===== config.mk =====
export PLATFORM = sky130hd
export DESIGN_NAME = scc_cfg_regs
export DESIGN_NICKNAME = d
export VERILOG_FILES = /design/src/design/scc_pkg.sv /design/src/design/scc_pump_decode.sv /design/src/design/scc_div_stretch.sv /design/src/design/scc_cfg_regs.sv
export SDC_FILE = /design/constraint.sdc
export NUM_CORES = 1
export LEC_CHECK = 0
export ABC_AREA = 1
export BUFFER_PORTS_ARGS = -buffer_cell sky130_fd_sc_hd__buf_2
export CORE_MARGIN = 2
export CORE_UTILIZATION = 45
export CTS_CLUSTER_SIZE = 14
export DETAILED_ROUTE_END_ITERATION = 6
export PLACE_DENSITY_LB_ADDON = 0.25
export SYNTH_ARGS = -nofsm -noshare
export SYNTH_HDL_FRONTEND = slang
export SYNTH_SLANG_ARGS = --single-unit

===== constraint.sdc =====
create_clock -name i_clk -period 9.09 [get_ports i_clk]
set_clock_uncertainty 0.1 [all_clocks]
set_input_delay 1.3635 -clock i_clk [delete_from_list [all_inputs] [get_ports i_clk]]
set_output_delay 1.3635 -clock i_clk [all_outputs]
set_load 0.01 [all_outputs]

===== src/design/scc_pkg.sv =====
package scc_pkg;

  // Register word indices, byte address is four times the index
  localparam logic [7:0] SCC_IDX_ANALOG  = 8'h08;
  localparam logic [7:0] SCC_IDX_PUMP    = 8'h09;
  localparam logic [7:0] SCC_IDX_AMP     = 8'h0a;
  localparam int         SCC_ADDR_W      = 8;
  localparam int         SCC_DATA_W      = 32;

  // Register widths
  localparam int SCC_ANALOG_W = 14;
  localparam int SCC_PUMP_W   = 24;
  localparam int SCC_AMP_W    = 2;

  // Reset values
  localparam logic [13:0] SCC_ANALOG_RST = 14'h31ff;
  localparam logic [23:0] SCC_PUMP_RST   = 24'h00_0000;
  localparam logic [1:0]  SCC_AMP_RST    = 2'h0;

  // Analog enable bit positions
  localparam int SCC_B_BIAS      = 0;
  localparam int SCC_B_PUMP_ON   = 1;
  localparam int SCC_B_PHASE_DET = 2;
  localparam int SCC_B_REF_BUF   = 3;
  localparam int SCC_B_RF_BUF    = 4;
  localparam int SCC_B_GPO_PADS  = 5;
  localparam int SCC_B_LOCK_PAD  = 6;
  localparam int SCC_B_DIV_CLK   = 7;
  localparam int SCC_B_DIV_EN    = 8;
  localparam int SCC_B_RSV9      = 9;
  localparam int SCC_B_STRETCH   = 10;
  localparam int SCC_B_RSV11     = 11;
  localparam int SCC_B_RAW_REF   = 12;
  localparam int SCC_B_DIV_REF   = 13;

  // Pump field positions (low bit)
  localparam int SCC_F_UP_OFS  = 2;
  localparam int SCC_F_DN_OFS  = 7;
  localparam int SCC_F_UP_TRIM = 10;
  localparam int SCC_F_DN_TRIM = 14;
  localparam int SCC_F_UP_MAIN = 18;
  localparam int SCC_F_DN_MAIN = 21;

  // Currents in uA
  localparam int SCC_OFS_STEP_UA  = 55;
  localparam int SCC_TRIM_STEP_UA = 7;
  localparam int SCC_MAIN_STEP_UA = 500;
  localparam int SCC_MAIN_SAT_UA  = 2000;
  localparam logic [2:0] SCC_MAIN_SAT_CODE = 3'h4;
  localparam logic [2:0] SCC_MAIN_OFF_CODE = 3'h0;
  localparam logic [11:0] SCC_AMP_UA0 = 12'h021c;
  localparam logic [11:0] SCC_AMP_UA1 = 12'h02b1;
  localparam logic [11:0] SCC_AMP_UA2 = 12'h03af;
  localparam logic [11:0] SCC_AMP_UA3 = 12'h05df;

  // Divider stretch threshold
  localparam int SCC_STRETCH_MIN_N = 32;
  localparam int SCC_DIV_W         = 16;

endpackage


===== src/design/scc_pump_decode.sv =====
`timescale 1ns/100ps
module scc_pump_decode
  import scc_pkg::*;
(
  // Clock and reset
  input  wire logic        i_clk,
  input  wire logic        i_rst,
  // Settings
  input  wire logic [23:0] i_pump,
  input  wire logic [1:0]  i_amp,
  input  wire logic        i_pump_on,
  input  wire logic        i_phase_det_on,
  // Currents in uA
  output logic      [11:0] o_up_ua,
  output logic      [11:0] o_dn_ua,
  output logic      [11:0] o_amp_ua,
  output logic             o_tristate
);

  function automatic logic [11:0] main_ua(input logic [2:0] code);
    if (code >= SCC_MAIN_SAT_CODE) begin
      main_ua = 12'(SCC_MAIN_SAT_UA);
    end else begin
      main_ua = 12'(int'(code) * SCC_MAIN_STEP_UA);
    end
  endfunction

  function automatic logic [11:0] leg_ua(input logic [2:0] ofs,
                                         input logic [3:0] trim,
                                         input logic [2:0] mainc);
    leg_ua = 12'(int'(ofs) * SCC_OFS_STEP_UA
               + int'(trim) * SCC_TRIM_STEP_UA) + main_ua(mainc);
  endfunction

  wire logic [2:0] up_ofs   = i_pump[SCC_F_UP_OFS +: 3];
  wire logic [2:0] dn_ofs   = i_pump[SCC_F_DN_OFS +: 3];
  wire logic [3:0] up_trim  = i_pump[SCC_F_UP_TRIM +: 4];
  wire logic [3:0] dn_trim  = i_pump[SCC_F_DN_TRIM +: 4];
  wire logic [2:0] up_main  = i_pump[SCC_F_UP_MAIN +: 3];
  wire logic [2:0] dn_main  = i_pump[SCC_F_DN_MAIN +: 3];
  wire logic [11:0] amp_sel = (i_amp == 2'h0) ? SCC_AMP_UA0 :
                              (i_amp == 2'h1) ? SCC_AMP_UA1 :
                              (i_amp == 2'h2) ? SCC_AMP_UA2 : SCC_AMP_UA3;
  // Either main code at zero floats the output once the detector is off
  wire logic tri_nxt = ((up_main == SCC_MAIN_OFF_CODE) ||
                        (dn_main == SCC_MAIN_OFF_CODE)) && !i_phase_det_on;

  always_ff @(posedge i_clk) begin
    if (i_rst) begin
      o_up_ua    <= 12'h000;
      o_dn_ua    <= 12'h000;
      o_amp_ua   <= 12'h000;
      o_tristate <= 1'b0;
    end else begin
      o_up_ua    <= leg_ua(up_ofs, up_trim, up_main);
      o_dn_ua    <= leg_ua(dn_ofs, dn_trim, dn_main);
      o_amp_ua   <= i_pump_on ? amp_sel : 12'h000;
      o_tristate <= tri_nxt;
    end
  end

endmodule


===== src/design/scc_div_stretch.sv =====
`timescale 1ns/100ps
module scc_div_stretch
  import scc_pkg::*;
#(
  parameter int DIV_W = SCC_DIV_W
)
(
  // Clock and reset
  input  wire logic             i_clk,
  input  wire logic             i_rst,
  // Control
  input  wire logic             i_div_en,
  input  wire logic             i_stretch,
  input  wire logic [DIV_W-1:0] i_ratio,
  // Divided clock
  output logic                  o_div_clk
);

  logic [DIV_W-1:0] cnt_ff;
  wire logic [DIV_W-1:0] ratio_m1 = i_ratio - DIV_W'(1);
  // Stretched pulse is about half the period, else one cycle
  wire logic long_n = i_ratio > DIV_W'(SCC_STRETCH_MIN_N);
  wire logic [DIV_W-1:0] high_len = (i_stretch && long_n) ?
                                    (i_ratio >> 1) : DIV_W'(1);
  wire logic at_end = (cnt_ff >= ratio_m1);

  always_ff @(posedge i_clk) begin
    if (i_rst || !i_div_en) begin
      cnt_ff    <= '0;
      o_div_clk <= 1'b0;
    end else begin
      cnt_ff    <= at_end ? '0 : cnt_ff + DIV_W'(1);
      o_div_clk <= at_end || (cnt_ff < high_len - DIV_W'(1));
    end
  end

endmodule


===== src/design/scc_cfg_regs.sv =====
`timescale 1ns/100ps
module scc_cfg_regs
  import scc_pkg::*;
#(
  parameter int DIV_W = SCC_DIV_W
)
(
  // Clock and reset
  input  wire logic                  i_clk,
  input  wire logic                  i_rst,
  // Register port
  input  wire logic [SCC_ADDR_W-1:0] i_addr,
  input  wire logic [SCC_DATA_W-1:0] i_wdata,
  input  wire logic                  i_wr,
  input  wire logic                  i_rd,
  output logic      [SCC_DATA_W-1:0] o_rdata,
  // Analog gates
  output logic                       o_bias_on,
  output logic                       o_pump_on,
  output logic                       o_phase_det_on,
  output logic                       o_ref_buf_on,
  output logic                       o_rf_buf_on,
  output logic                       o_raw_reference_to_logic,
  output logic                       o_divided_reference_to_logic,
  // Output pads, enable low while driven
  input  wire logic [1:0]            i_gpo_data,
  output logic      [1:0]            o_gpo_pad,
  output logic      [1:0]            o_gpo_pad_oe_n,
  input  wire logic                  i_lock_readback_data,
  output logic                       o_lock_readback_pin,
  output logic                       o_lock_readback_pin_oe_n,
  // VCO divider
  input  wire logic [DIV_W-1:0]      i_div_ratio,
  output logic                       o_div_clk_to_logic,
  // Pump currents in uA
  output logic      [11:0]           o_up_ua,
  output logic      [11:0]           o_dn_ua,
  output logic      [11:0]           o_amp_ua,
  output logic                       o_pump_tristate
);

  ////////////////////////////////////////////////////////////////////////////
  // Registers

  logic [SCC_ANALOG_W-1:0] analog_ff;
  logic [SCC_PUMP_W-1:0]   pump_ff;
  logic [SCC_AMP_W-1:0]    amp_ff;
  logic [SCC_DATA_W-1:0]   rdata_ff;

  wire logic hit_analog = i_wr && (i_addr == SCC_IDX_ANALOG);
  wire logic hit_pump   = i_wr && (i_addr == SCC_IDX_PUMP);
  wire logic hit_amp    = i_wr && (i_addr == SCC_IDX_AMP);

  // Reserved bits are stored as written so readback shows what software did
  wire logic [SCC_ANALOG_W-1:0] nxt_analog =
    hit_analog ? i_wdata[SCC_ANALOG_W-1:0] : analog_ff;
  wire logic [SCC_PUMP_W-1:0] nxt_pump =
    hit_pump ? i_wdata[SCC_PUMP_W-1:0] : pump_ff;
  wire logic [SCC_AMP_W-1:0] nxt_amp =
    hit_amp ? i_wdata[SCC_AMP_W-1:0] : amp_ff;

  // Unmapped reads answer zero
  wire logic [SCC_DATA_W-1:0] nxt_rdata =
    !i_rd                     ? '0 :
    (i_addr == SCC_IDX_ANALOG) ? SCC_DATA_W'(analog_ff) :
    (i_addr == SCC_IDX_PUMP)   ? SCC_DATA_W'(pump_ff) :
    (i_addr == SCC_IDX_AMP)    ? SCC_DATA_W'(amp_ff) : '0;

  always_ff @(posedge i_clk) begin
    if (i_rst) begin
      analog_ff <= SCC_ANALOG_RST;
      pump_ff   <= SCC_PUMP_RST;
      amp_ff    <= SCC_AMP_RST;
      rdata_ff  <= '0;
    end else begin
      analog_ff <= nxt_analog;
      pump_ff   <= nxt_pump;
      amp_ff    <= nxt_amp;
      rdata_ff  <= nxt_rdata;
    end
  end

  assign o_rdata = rdata_ff;

  ////////////////////////////////////////////////////////////////////////////
  // Analog gates, straight from register bits

  assign o_bias_on      = analog_ff[SCC_B_BIAS];
  assign o_pump_on      = analog_ff[SCC_B_PUMP_ON];
  assign o_phase_det_on = analog_ff[SCC_B_PHASE_DET];
  assign o_ref_buf_on   = analog_ff[SCC_B_REF_BUF];
  assign o_rf_buf_on    = analog_ff[SCC_B_RF_BUF];
  assign o_raw_reference_to_logic     = analog_ff[SCC_B_RAW_REF];
  assign o_divided_reference_to_logic = analog_ff[SCC_B_DIV_REF];

  ////////////////////////////////////////////////////////////////////////////
  // Pads, data registered, enables follow the gate bits

  logic [1:0] gpo_q_ff;
  logic       lock_q_ff;

  always_ff @(posedge i_clk) begin
    if (i_rst) begin
      gpo_q_ff  <= 2'h0;
      lock_q_ff <= 1'b0;
    end else begin
      gpo_q_ff  <= i_gpo_data;
      lock_q_ff <= i_lock_readback_data;
    end
  end

  assign o_gpo_pad      = gpo_q_ff;
  assign o_gpo_pad_oe_n = {2{~analog_ff[SCC_B_GPO_PADS]}};
  assign o_lock_readback_pin      = lock_q_ff;
  assign o_lock_readback_pin_oe_n = ~analog_ff[SCC_B_LOCK_PAD];

  ////////////////////////////////////////////////////////////////////////////
  // VCO divider; clock to logic gated by its own enable

  logic div_raw;

  scc_div_stretch #(
    .DIV_W (DIV_W)
  ) u_div (
    .i_clk     (i_clk),
    .i_rst     (i_rst),
    .i_div_en  (analog_ff[SCC_B_DIV_EN]),
    .i_stretch (analog_ff[SCC_B_STRETCH]),
    .i_ratio   (i_div_ratio),
    .o_div_clk (div_raw)
  );

  assign o_div_clk_to_logic = div_raw & analog_ff[SCC_B_DIV_CLK];

  ////////////////////////////////////////////////////////////////////////////
  // Pump current decode

  scc_pump_decode u_pump (
    .i_clk          (i_clk),
    .i_rst          (i_rst),
    .i_pump         (pump_ff),
    .i_amp          (amp_ff),
    .i_pump_on      (analog_ff[SCC_B_PUMP_ON]),
    .i_phase_det_on (analog_ff[SCC_B_PHASE_DET]),
    .o_up_ua        (o_up_ua),
    .o_dn_ua        (o_dn_ua),
    .o_amp_ua       (o_amp_ua),
    .o_tristate     (o_pump_tristate)
  );
endmodule


# Word level (Yosys, flattened, before mapping)
# Cells that the tools add are included.
[classes]
n_addsub = 7
multipliers = 6
magnitude_cmp = 5
n_eq_ne = 5
muxes = 11
bitwise = 5
reduce_logical = 20
[op_table]
columns = ["op", "n"]
rows = [
  ["adder 12 bit", 4],
  ["two-way mux 12 bit", 4],
  ["subtractor 16 x 1 -> 16 bit, second input constant", 2],
  ["== test 8 x 4 -> 1 bit, second input constant", 3],
  ["two-way mux 24 bit", 1],
  ["multiplier 3 x 7 -> 10 bit, second input constant", 2],
  ["two-way mux 10 bit", 2],
  ["multiplier 3 x 6 -> 9 bit, second input constant", 2],
  ["adder 16 x 1 -> 16 bit, second input constant", 1],
  ["greater-or-equal comparator 16 bit", 1],
  ["greater-than comparator 16 x 6 -> 1 bit, second input constant", 1],
  ["< comparator 16 bit", 1],
  ["two-way mux 15 bit", 1],
  ["multiplier 4 x 3 -> 7 bit, second input constant", 2],
  ["two-way mux 14 bit", 1],
  ["two-way mux 11 bit", 1],
  ["OR reduction 4 bit", 2],
  ["greater-or-equal comparator 3 bit, second input constant", 2],
  ["logical NOT 3 bit", 2],
  ["OR reduction 2 bit", 3],
  ["OR reduction 3 bit", 2],
  ["logical AND 1 bit", 5],
  ["NOT 1 bit", 4],
  ["logical OR 1 bit", 3],
  ["other kinds (6)", 7],
]
[word_totals]
reg_bits = 128
in_bits = 63
out_inout_bits = 83
elab_cells = 75

# Logic depth before layout (Yosys ltp)
# Gate-level depths: netlist of run 1.
[depth]
ltp_word = 6
ltp_mapped = 21
ltp_nobuf = 21

# Cells and area by module
# Synthesis of run 1 repeated with hierarchy kept, for this count alone.
[unflattened]
cells_unflattened = 1105
area_unflattened_um2 = 8386.8
[by_module_without_submodules]
columns = ["mod", "n_inst", "cells_per_inst", "area_each_um2", "seq_area_each_um2"]
rows = [
  ["scc_pump_decode", 1, 421, 3554.7, 640.6],
  ["scc_cfg_regs", 1, 392, 2792.7, 1341.3],
  ["scc_div_stretch", 1, 292, 2039.5, 340.3],
]

# Worst setup path before layout of run 1
# OpenSTA, ideal clock, no wires.
[synth_path]
path_type = "input-to-reg"
start = "input port i_div_ratio[0]"
end = "register u_div.cnt_ff[10]"
setup_ns = 0.126
arrival_time_ns = 3.718
required_ns = 8.864
slack_ns = 5.146
stages = 19
n_path_buf = 1
cell_sequence = "inv_1 -> nand2_1 -> nor3_2 -> nand3_1 -> nor3_2 -> nand4_1 -> nor3_2 -> xor2_1 -> ha_1 -> nand2_1 -> inv_1 -> nand3_1 -> nor3_1 -> nand2_1 -> nand2_1 -> a21oi_1 -> nand3_1 -> clkbuf_1 -> nor2_1"
[synth_via]
elab_chain_len = 3
[synth_lines]
columns = ["item", "line", "rtl"]
rows = [
  ["start, declared", "scc_cfg_regs.sv:33", "input wire logic [DIV_W-1:0] i_div_ratio,"],
  ["subtractor 16 x 1 -> 16 bit", "scc_div_stretch.sv:20", "wire logic [DIV_W-1:0] ratio_m1 = i_ratio - DIV_W'(1);"],
  ["greater-or-equal comparator 16 bit", "scc_div_stretch.sv:25", "wire logic at_end = (cnt_ff >= ratio_m1);"],
  ["OR reduction 2 bit (no source line)", "n/a", ""],
  ["end signal, assigned", "scc_div_stretch.sv:32", "cnt_ff <= at_end ? '0 : cnt_ff + DIV_W'(1);"],
  ["end, declared", "scc_div_stretch.sv:19", "logic [DIV_W-1:0] cnt_ff;"],
]
# No other way between the ends.
# A chain may end at the register's enable or synchronous reset.

# Worst setup path after layout of run 1
[layout_path]
start = "input port i_div_ratio[0]"
end = "register u_div.cnt_ff[9]"
# The elaborated chain is that of the path after synthesis.

==> results of run 1 <==
-- layer usage --
metal	vias to the layer above	track usage (%)	share of wire, %
li1	3437	-	-
met1	2990	25.19	48
met2	136	31.62	46
met3	22	4.562	4.4
met4	2	7.446	1.5
met5	-	0	0.045
-- through the flow --
stage               setup slack [ps]  hold slack (ps)  std cells
floorplan                       5146            329.5        985
finish                          4830            357.4       1340
global placement                4435            346.0       1307
detailed placement              4347            352.6       1307
global route                    4369            380.3       1339
CTS                             4766            360.6       1339
-- final cells by class --
type / instances / area share [%]
diodes: 1 / 0.02672
clock buffers: 18 / 4.689
clock inverters: 14 / 1.643
inverters: 125 / 5.036
multi-input cells: 711 / 53.81
flip-flops and latches: 116 / 24.79
well taps: 225 / 3.006
repair buffers: 130 / 7.000
-- cell families (layout without fill, tap and decap cells) --
family,Yosys count,in the layout
AOI/OAI and AO/OA,189,189
xor gates and xnor gates,51,51
adders and majority gates,150,150
buffers and inverters,158,287
DFF,116,116
other,2,11
and+or+nand+nor,311,311
-- state kept, by name, summed over array words and instances, names as in the netlist --
name,count
o_gpo_pad,2
amp_ff,2
u_pump.o_amp_ua,7
o_lock_readback_pin,1
u_div.o_div_clk,1
analog_ff,14
u_pump.o_dn_ua,12
u_pump.o_tristate,1
u_div.cnt_ff,16
u_pump.o_up_ua,12
pump_ff,24
o_rdata,24
-- cells in the mapped netlist, types with 4 or more instances --
library cell	n
or2_2	7
nand2_1	131
o21ai_0	71
nand3_1	44
xnor2_1	14
nor2_2	4
nand4_1	6
nor2_1	88
inv_1	123
o211ai_1	5
nor3_1	9
clkbuf_1	18
xor2_1	37
ha_1	116
dfxtp_1	116
nand2_2	4
fa_1	34
nor3_2	4
buf_4	15
a21oi_1	91
a31oi_1	6
-- layout by cell type, fill, tap and decap left out, types with 3 or more instances in the layout --
cell type | Yosys | layout
xor2_1 | 37 | 37
a21oi_1 | 91 | 91
clkbuf_16 | 0 | 17
dfxtp_1 | 116 | 116
buf_2 | 0 | 128
ha_1 | 116 | 116
nand2_2 | 4 | 4
inv_6 | 0 | 3
nor2_2 | 4 | 4
clkinvlp_4 | 0 | 6
o211ai_1 | 5 | 5
nor4_1 | 3 | 3
nor2_4 | 3 | 3
fa_1 | 34 | 34
nand2_1 | 131 | 131
a31oi_1 | 6 | 6
or2_2 | 7 | 7
conb_1 | 2 | 10
nand3_1 | 44 | 44
xnor2_1 | 14 | 14
inv_1 | 123 | 123
o21ai_0 | 71 | 71
nor3_2 | 4 | 4
nand4_1 | 6 | 6
nor2_1 | 88 | 88
nor3_1 | 9 | 9
-- critical path: cells and delay by family --
family | cells | cell delay, ps
buffers and inverters | 4 | 300
adder cells (fa/ha/maj) | 1 | 280
AND/OR/NAND/NOR | 11 | 1970
XOR/XNOR | 1 | 200
AO/OA/AOI/OAI | 2 | 360
-- how the worst min path moves through the flow --
| stage | to | slack [ps] | depth (start not counted) |
|---|---|---|---|
| global route | pump_ff[1] | 380 | 2 |
| floorplan | pump_ff[6] | 330 | 2 |
| finish | pump_ff[6] | 360 | 2 |
| detailed placement | pump_ff[6] | 350 | 2 |
| global placement | pump_ff[5] | 350 | 2 |
| CTS | pump_ff[6] | 360 | 2 |
-- where the power goes --
| part | total [mW] | switching (mW) | internal, mW |
|---|---|---|---|
| registers | 0.516 | 0.00284 | 0.513 |
| logic | 0.0676 | 0.0421 | 0.0255 |
| clock network | 0.663 | 0.251 | 0.412 |
==> impl_metrics.env, run 1 <==
export IMPL_wl_per_cell_um=13.33
export IMPL_final_area_mm2=0.009366
export IMPL_ys_flop_type="dfxtp_1"
export IMPL_layout_nets=1314
export IMPL_critPathCapture="u_div.cnt_ff[9]"
export IMPL_ioPinCount=146
export IMPL_multi_input_area_mm2=0.005040
export IMPL_synth_simple_area_share_pct=17.71
export IMPL_synth_edf_count=0
export IMPL_tns_ps=0
export IMPL_area_growth_pct=17.32
export IMPL_async_flop_share_pct=0
export IMPL_ys_ff_latch=116
export IMPL_drtPass1Iterations=4
export IMPL_critPathLaunchType="input pin"
export IMPL_drt_iter0_markers=274
export IMPL_maxSlewViolCount=0
export IMPL_syn_area_per_cell_um2=8.172
export IMPL_min_period_over_period_pct=46.87
export IMPL_critical_path_max_fanout=16
export IMPL_grt_setup_unrepaired="no"
export IMPL_synth_largest_area_cell="dfxtp_1"
export IMPL_grt_usage_pct=19.49
export IMPL_max_freq_mhz=234.7
export IMPL_cp_slowest_cell="nand3_1"
export IMPL_cts_inserted_buffers=17
export IMPL_critical_path_class="input pin to register"
export IMPL_critical_path_startpoint="i_div_ratio[0]"
export IMPL_holdBufCountCts=0
export IMPL_cts_max_level=4
export IMPL_synth_top_area_share_pct=29.09
export IMPL_nFillCells=1677
export IMPL_period_needed_ps=4260
export IMPL_synth_xor_area_share_pct=5.595
export IMPL_hold_viol=0
export IMPL_postCtsSetupRepairBufs=0
export IMPL_drt_vias_per_instance=4.916
export IMPL_cts_resized=0
export IMPL_reg2reg_slack_ps=4970
export IMPL_outcome="finished, final reports clean"
export IMPL_holdCritStartpoint="pump_ff[6]"
export IMPL_die_area_mm2=0.01882
export IMPL_clockBufferDepth=2
export IMPL_grt_pass1_wl_um=28660
export IMPL_setup_violations=0
export IMPL_critPathRequiredTime_ps=9320
export IMPL_cts_reportedPaths_clkPinSlew_ps=60
export IMPL_regArea_mm2=0.002322
export IMPL_worstMarginPinSlew_ps=796.6
export IMPL_endpoint_kind="register"
export IMPL_peakVddDrop_v=0.0001184
export IMPL_place_gp_congestion=0.8443
export IMPL_arrival_ps=4500
export IMPL_grt_antenna_before_repair=2
export IMPL_cts_tree="yes"
export IMPL_cpPeakStageDelay_ps=480
export IMPL_cts_root_buf="clkbuf_16"
export IMPL_synth_compound_area_share_pct=12.65
export IMPL_timing_rr_start="pump_ff[9]"
export IMPL_timing_rr_end="u_pump.o_dn_ua[11]"
export IMPL_hpwl_um=13770
export IMPL_r2r_cells=16
export IMPL_synth_adder_area_share_pct=26.70
export IMPL_cts_sinks=116
export IMPL_wl_um=17860
export IMPL_total_power_mw=1.247
export IMPL_synthMuxAreaShare_pct=0
export IMPL_io_buffers=128
export IMPL_synthCells=977
export IMPL_drcViolationCount=0
export IMPL_leakage_nw=4.821
export IMPL_die_h_um=137.2
export IMPL_grt_max_degree=59
export IMPL_placed_area_mm2=0.008771
export IMPL_worstPathCellList="buf_2 > inv_1 > nand2_1 > nor3_2 > nand3_1 > nor3_2 > nand4_1 > nor3_2 > xor2_1 > ha_1 > nand2_1 > inv_1 > nand3_1 > inv_1 > a21oi_1 > nand2_1 > a21oi_1 > nand3_1 > nor2_1"
export IMPL_ys_warn_count=0
export IMPL_yosys_top_cells_area="dfxtp_1, ha_1, fa_1, nand2_1, inv_1"
export IMPL_synth_seq_area_share_pct=29.09
export IMPL_ant_nets=0
export IMPL_grt_pass1_vias=6110
export IMPL_fp_dieW_um=137.2
export IMPL_slew_headroom_pct=46.76
export IMPL_via_count=6587
export IMPL_hp_class="register to register"
export IMPL_synth_top_family_by_area="adder cells"
export IMPL_layout_drive_gt1_share_pct=17.24
export IMPL_powerDensity_mw_per_mm2=133.1
export IMPL_rows=48
export IMPL_fin_util_pct=54.15
export IMPL_start_util_pct=46.16
export IMPL_drv_cap=0
export IMPL_clock_latency_ps=420
export IMPL_gr_total_overflow=0
export IMPL_syn_area_mm2=0.007984
export IMPL_synth_cell_types=44
export IMPL_core_mm2=0.01730
Power figures use the tool's default switching activity.
==> run 2: changes to the inputs <==
==> constraint.sdc (replaced) <==
create_clock -name i_clk -period 4.2 [get_ports i_clk]
set_clock_uncertainty 0.1 [all_clocks]
set_input_delay 0.63 -clock i_clk [delete_from_list [all_inputs] [get_ports i_clk]]
set_output_delay 0.63 -clock i_clk [all_outputs]
set_load 0.01 [all_outputs]
==> run 2 against run 1 <==
  * Die area did not move
  * Wire length decreased by 0.27%
  * Highest routed layer unchanged
  * Critical path type is now register to register
  * Hold slack got worse by 46 ps
  * Setup slack got worse by 4500 ps
  * Combinational power up 120%
==> impl_metrics.env, run 2 (synthesis gave the netlist of run 1 again) <==
export IMPL_p_int_mw=2.010
export IMPL_r2r_cells=16
export IMPL_wl_um=17820
export IMPL_arrival_ps=4110
export IMPL_die_h_um=137.2
export IMPL_drv_cap=0
export IMPL_critical_path_max_fanout=6
export IMPL_worstPathCellList="fa_1 > ha_1 > fa_1 > a31oi_2 > xnor2_1 > fa_1 > ha_1 > inv_1 > o21ai_0 > nand3_1 > o211ai_1 > nand2_1 > inv_1 > o21ai_0 > o21ai_0 > a21oi_1"
export IMPL_powerDensity_mw_per_mm2=285.2
export IMPL_timing_rr_start="pump_ff[8]"
export IMPL_postCtsSetupRepairBufs=0
export IMPL_grt_antenna_before_repair=1
export IMPL_max_freq_mhz=256.2
export IMPL_critPathTopFamily="adder cells"
export IMPL_holdBufCountCts=0
export IMPL_peakVddDrop_v=0.0002468
export IMPL_ant_nets=0
export IMPL_leakage_nw=4.867
export IMPL_holdPathEnd="analog_ff[3]"
export IMPL_drt_iter0_markers=246
export IMPL_final_cell_mix="nand2_1, buf_2, inv_1"
export IMPL_outcome="finished, final reports clean"
export IMPL_layout_cells_non_filler=1346
export IMPL_critPathLaunchType="register"
export IMPL_reg2reg_slack_ps=300
export IMPL_grt_max_degree=59
export IMPL_place_gp_congestion=0.8543
export IMPL_placed_cells=1314
export IMPL_critical_path_class="register to register"
export IMPL_worstMarginPinSlew_ps=763.6
export IMPL_layout_nets=1321
export IMPL_rows=48
export IMPL_period_needed_ps=3902
export IMPL_drt_vias_per_instance=4.879
export IMPL_p_sw_mw=0.6760
export IMPL_critPathRequiredTime_ps=4410
export IMPL_grt_setup_unrepaired="no"
export IMPL_pre_cts_slack_ps=215.9
export IMPL_clkPwrFrac_pct=53.0
export IMPL_diodes=0
export IMPL_hold_viol=0
export IMPL_io_buffers=128
export IMPL_setup_ws_ps=297.5
export IMPL_wl_per_cell_um=13.24
export IMPL_via_count=6567
export IMPL_hpwl_um=13800
export IMPL_min_period_over_period_pct=92.92
export IMPL_cpPeakStageDelay_ps=460
export IMPL_cts_sinks=116
export IMPL_cts_tree="yes"
export IMPL_cts_root_buf="clkbuf_16"
export IMPL_holdCritStartpoint="i_wdata[3]"
export IMPL_fp_dieW_um=137.2
export IMPL_gr_total_overflow=0
export IMPL_holdWs_ps=311.0
export IMPL_drcViolationCount=0
export IMPL_clockBufferDepth=2
export IMPL_ioPinCount=146
export IMPL_maxSlewViolCount=0
export IMPL_grt_usage_pct=19.51
export IMPL_cts_max_level=4
export IMPL_endpoint_kind="register"
export IMPL_critical_path_buf_inv_count=2
export IMPL_p_seq_share_pct=41.5
export IMPL_whs_path_depth=3
export IMPL_total_power_mw=2.686
export IMPL_slew_headroom_pct=48.97
export IMPL_start_util_pct=46.16
export IMPL_timing_rr_end="u_pump.o_dn_ua[11]"
export IMPL_setup_violations=0
export IMPL_hp_class="input pin to register"
export IMPL_cts_inserted_buffers=17
export IMPL_comb_power_share_pct=5.5
export IMPL_cts_reportedPaths_clkPinSlew_ps=60
export IMPL_core_mm2=0.01730
export IMPL_grt_pass1_vias=6133
export IMPL_drtPass1Iterations=4
export IMPL_swShare_pct=25.17
export IMPL_layout_drive_gt1_share_pct=18.29
export IMPL_area_growth_pct=17.94
export IMPL_final_common_cell="nand2_1"
export IMPL_clock_latency_ps=420
export IMPL_grt_pass1_wl_um=28720
export IMPL_die_area_mm2=0.01882
export IMPL_tns_ps=0
export IMPL_cp_slowest_cell="fa_1"
run 2: changes by cell type in the layout (fill, tap and decap cells not counted), moves of 2 or more:
cell        change
buf_4           +7
clkinvlp_4      -3
dfxtp_1         -4
inv_6           +2
dfxtp_2         +4
clkinv_4        +2
run 2: worst max path at each step:
stage | startpoint | to | slack [ps] | cells after the start
floorplan | pump_ff[9] | u_pump.o_dn_ua[11] | 540 | 16
global placement | pump_ff[8] | u_pump.o_dn_ua[11] | 280 | 16
detailed placement | pump_ff[8] | u_pump.o_dn_ua[11] | 220 | 16
CTS | pump_ff[8] | u_pump.o_dn_ua[11] | 210 | 16
global route | pump_ff[8] | u_pump.o_dn_ua[11] | 20 | 16
finish | pump_ff[8] | u_pump.o_dn_ua[11] | 300 | 16
run 2: stage by stage:
| stage | util, % | cell area (um2) |
|---|---|---|
| after floorplan | - | 8014 |
| after global placement | 51.01 | 8823 |
| after detailed placement | 51.01 | 8823 |
| after CTS | 54.38 | 9405 |
| after global routing | 54.44 | 9417 |
| final | 54.44 | 9417 |
run 2: cell type report:
| class | count | area, um2 |
|---|---|---|
| fillers | 1669 | 7880 |
| multi-input cells | 711 | 5046 |
| flip-flops and latches | 116 | 2327 |
| repair buffers | 137 | 708.2 |
| inverters | 125 | 471.7 |
| clock buffers | 18 | 439.2 |
| well taps | 225 | 281.5 |
| clock inverters | 14 | 142.6 |
run 2: per-layer routing:
metal | vias up | share of wire (%) | track usage (%)
met4 | 2 | 1.4 | 6.243
met5 | - | 0.056 | 0
met3 | 19 | 5.3 | 5.261
met1 | 2958 | 47 | 25.98
li1 | 3445 | - | -
met2 | 143 | 46 | 30.79
run 2: what timing repair did:
item                       CTS  global route
resized for setup            0             6
hold endpoints to repair     0             0
setup endpoints to repair    0             3
run 2: worst register-to-register path, delay by kind of cell, from the launching register on:
kind | cells | cell delay, ps
AOI/OAI and AO/OA | 6 | 880
buffers and inverters | 2 | 150
DFF | 1 | 400
adders and majority gates | 5 | 1900
and+or+nand+nor | 2 | 190
xor gates and xnor gates | 1 | 190
run 2: power by group through the flow:
stage	Clock [mW]	Combinational (mW)	Sequential, mW
finish	1.42	0.148	1.12
global route	1.50	0.168	1.12
CTS	1.45	0.149	1.12
detailed placement	0	0.148	1.14
global placement	0	0.145	1.14
floorplan	0	0.0894	1.14
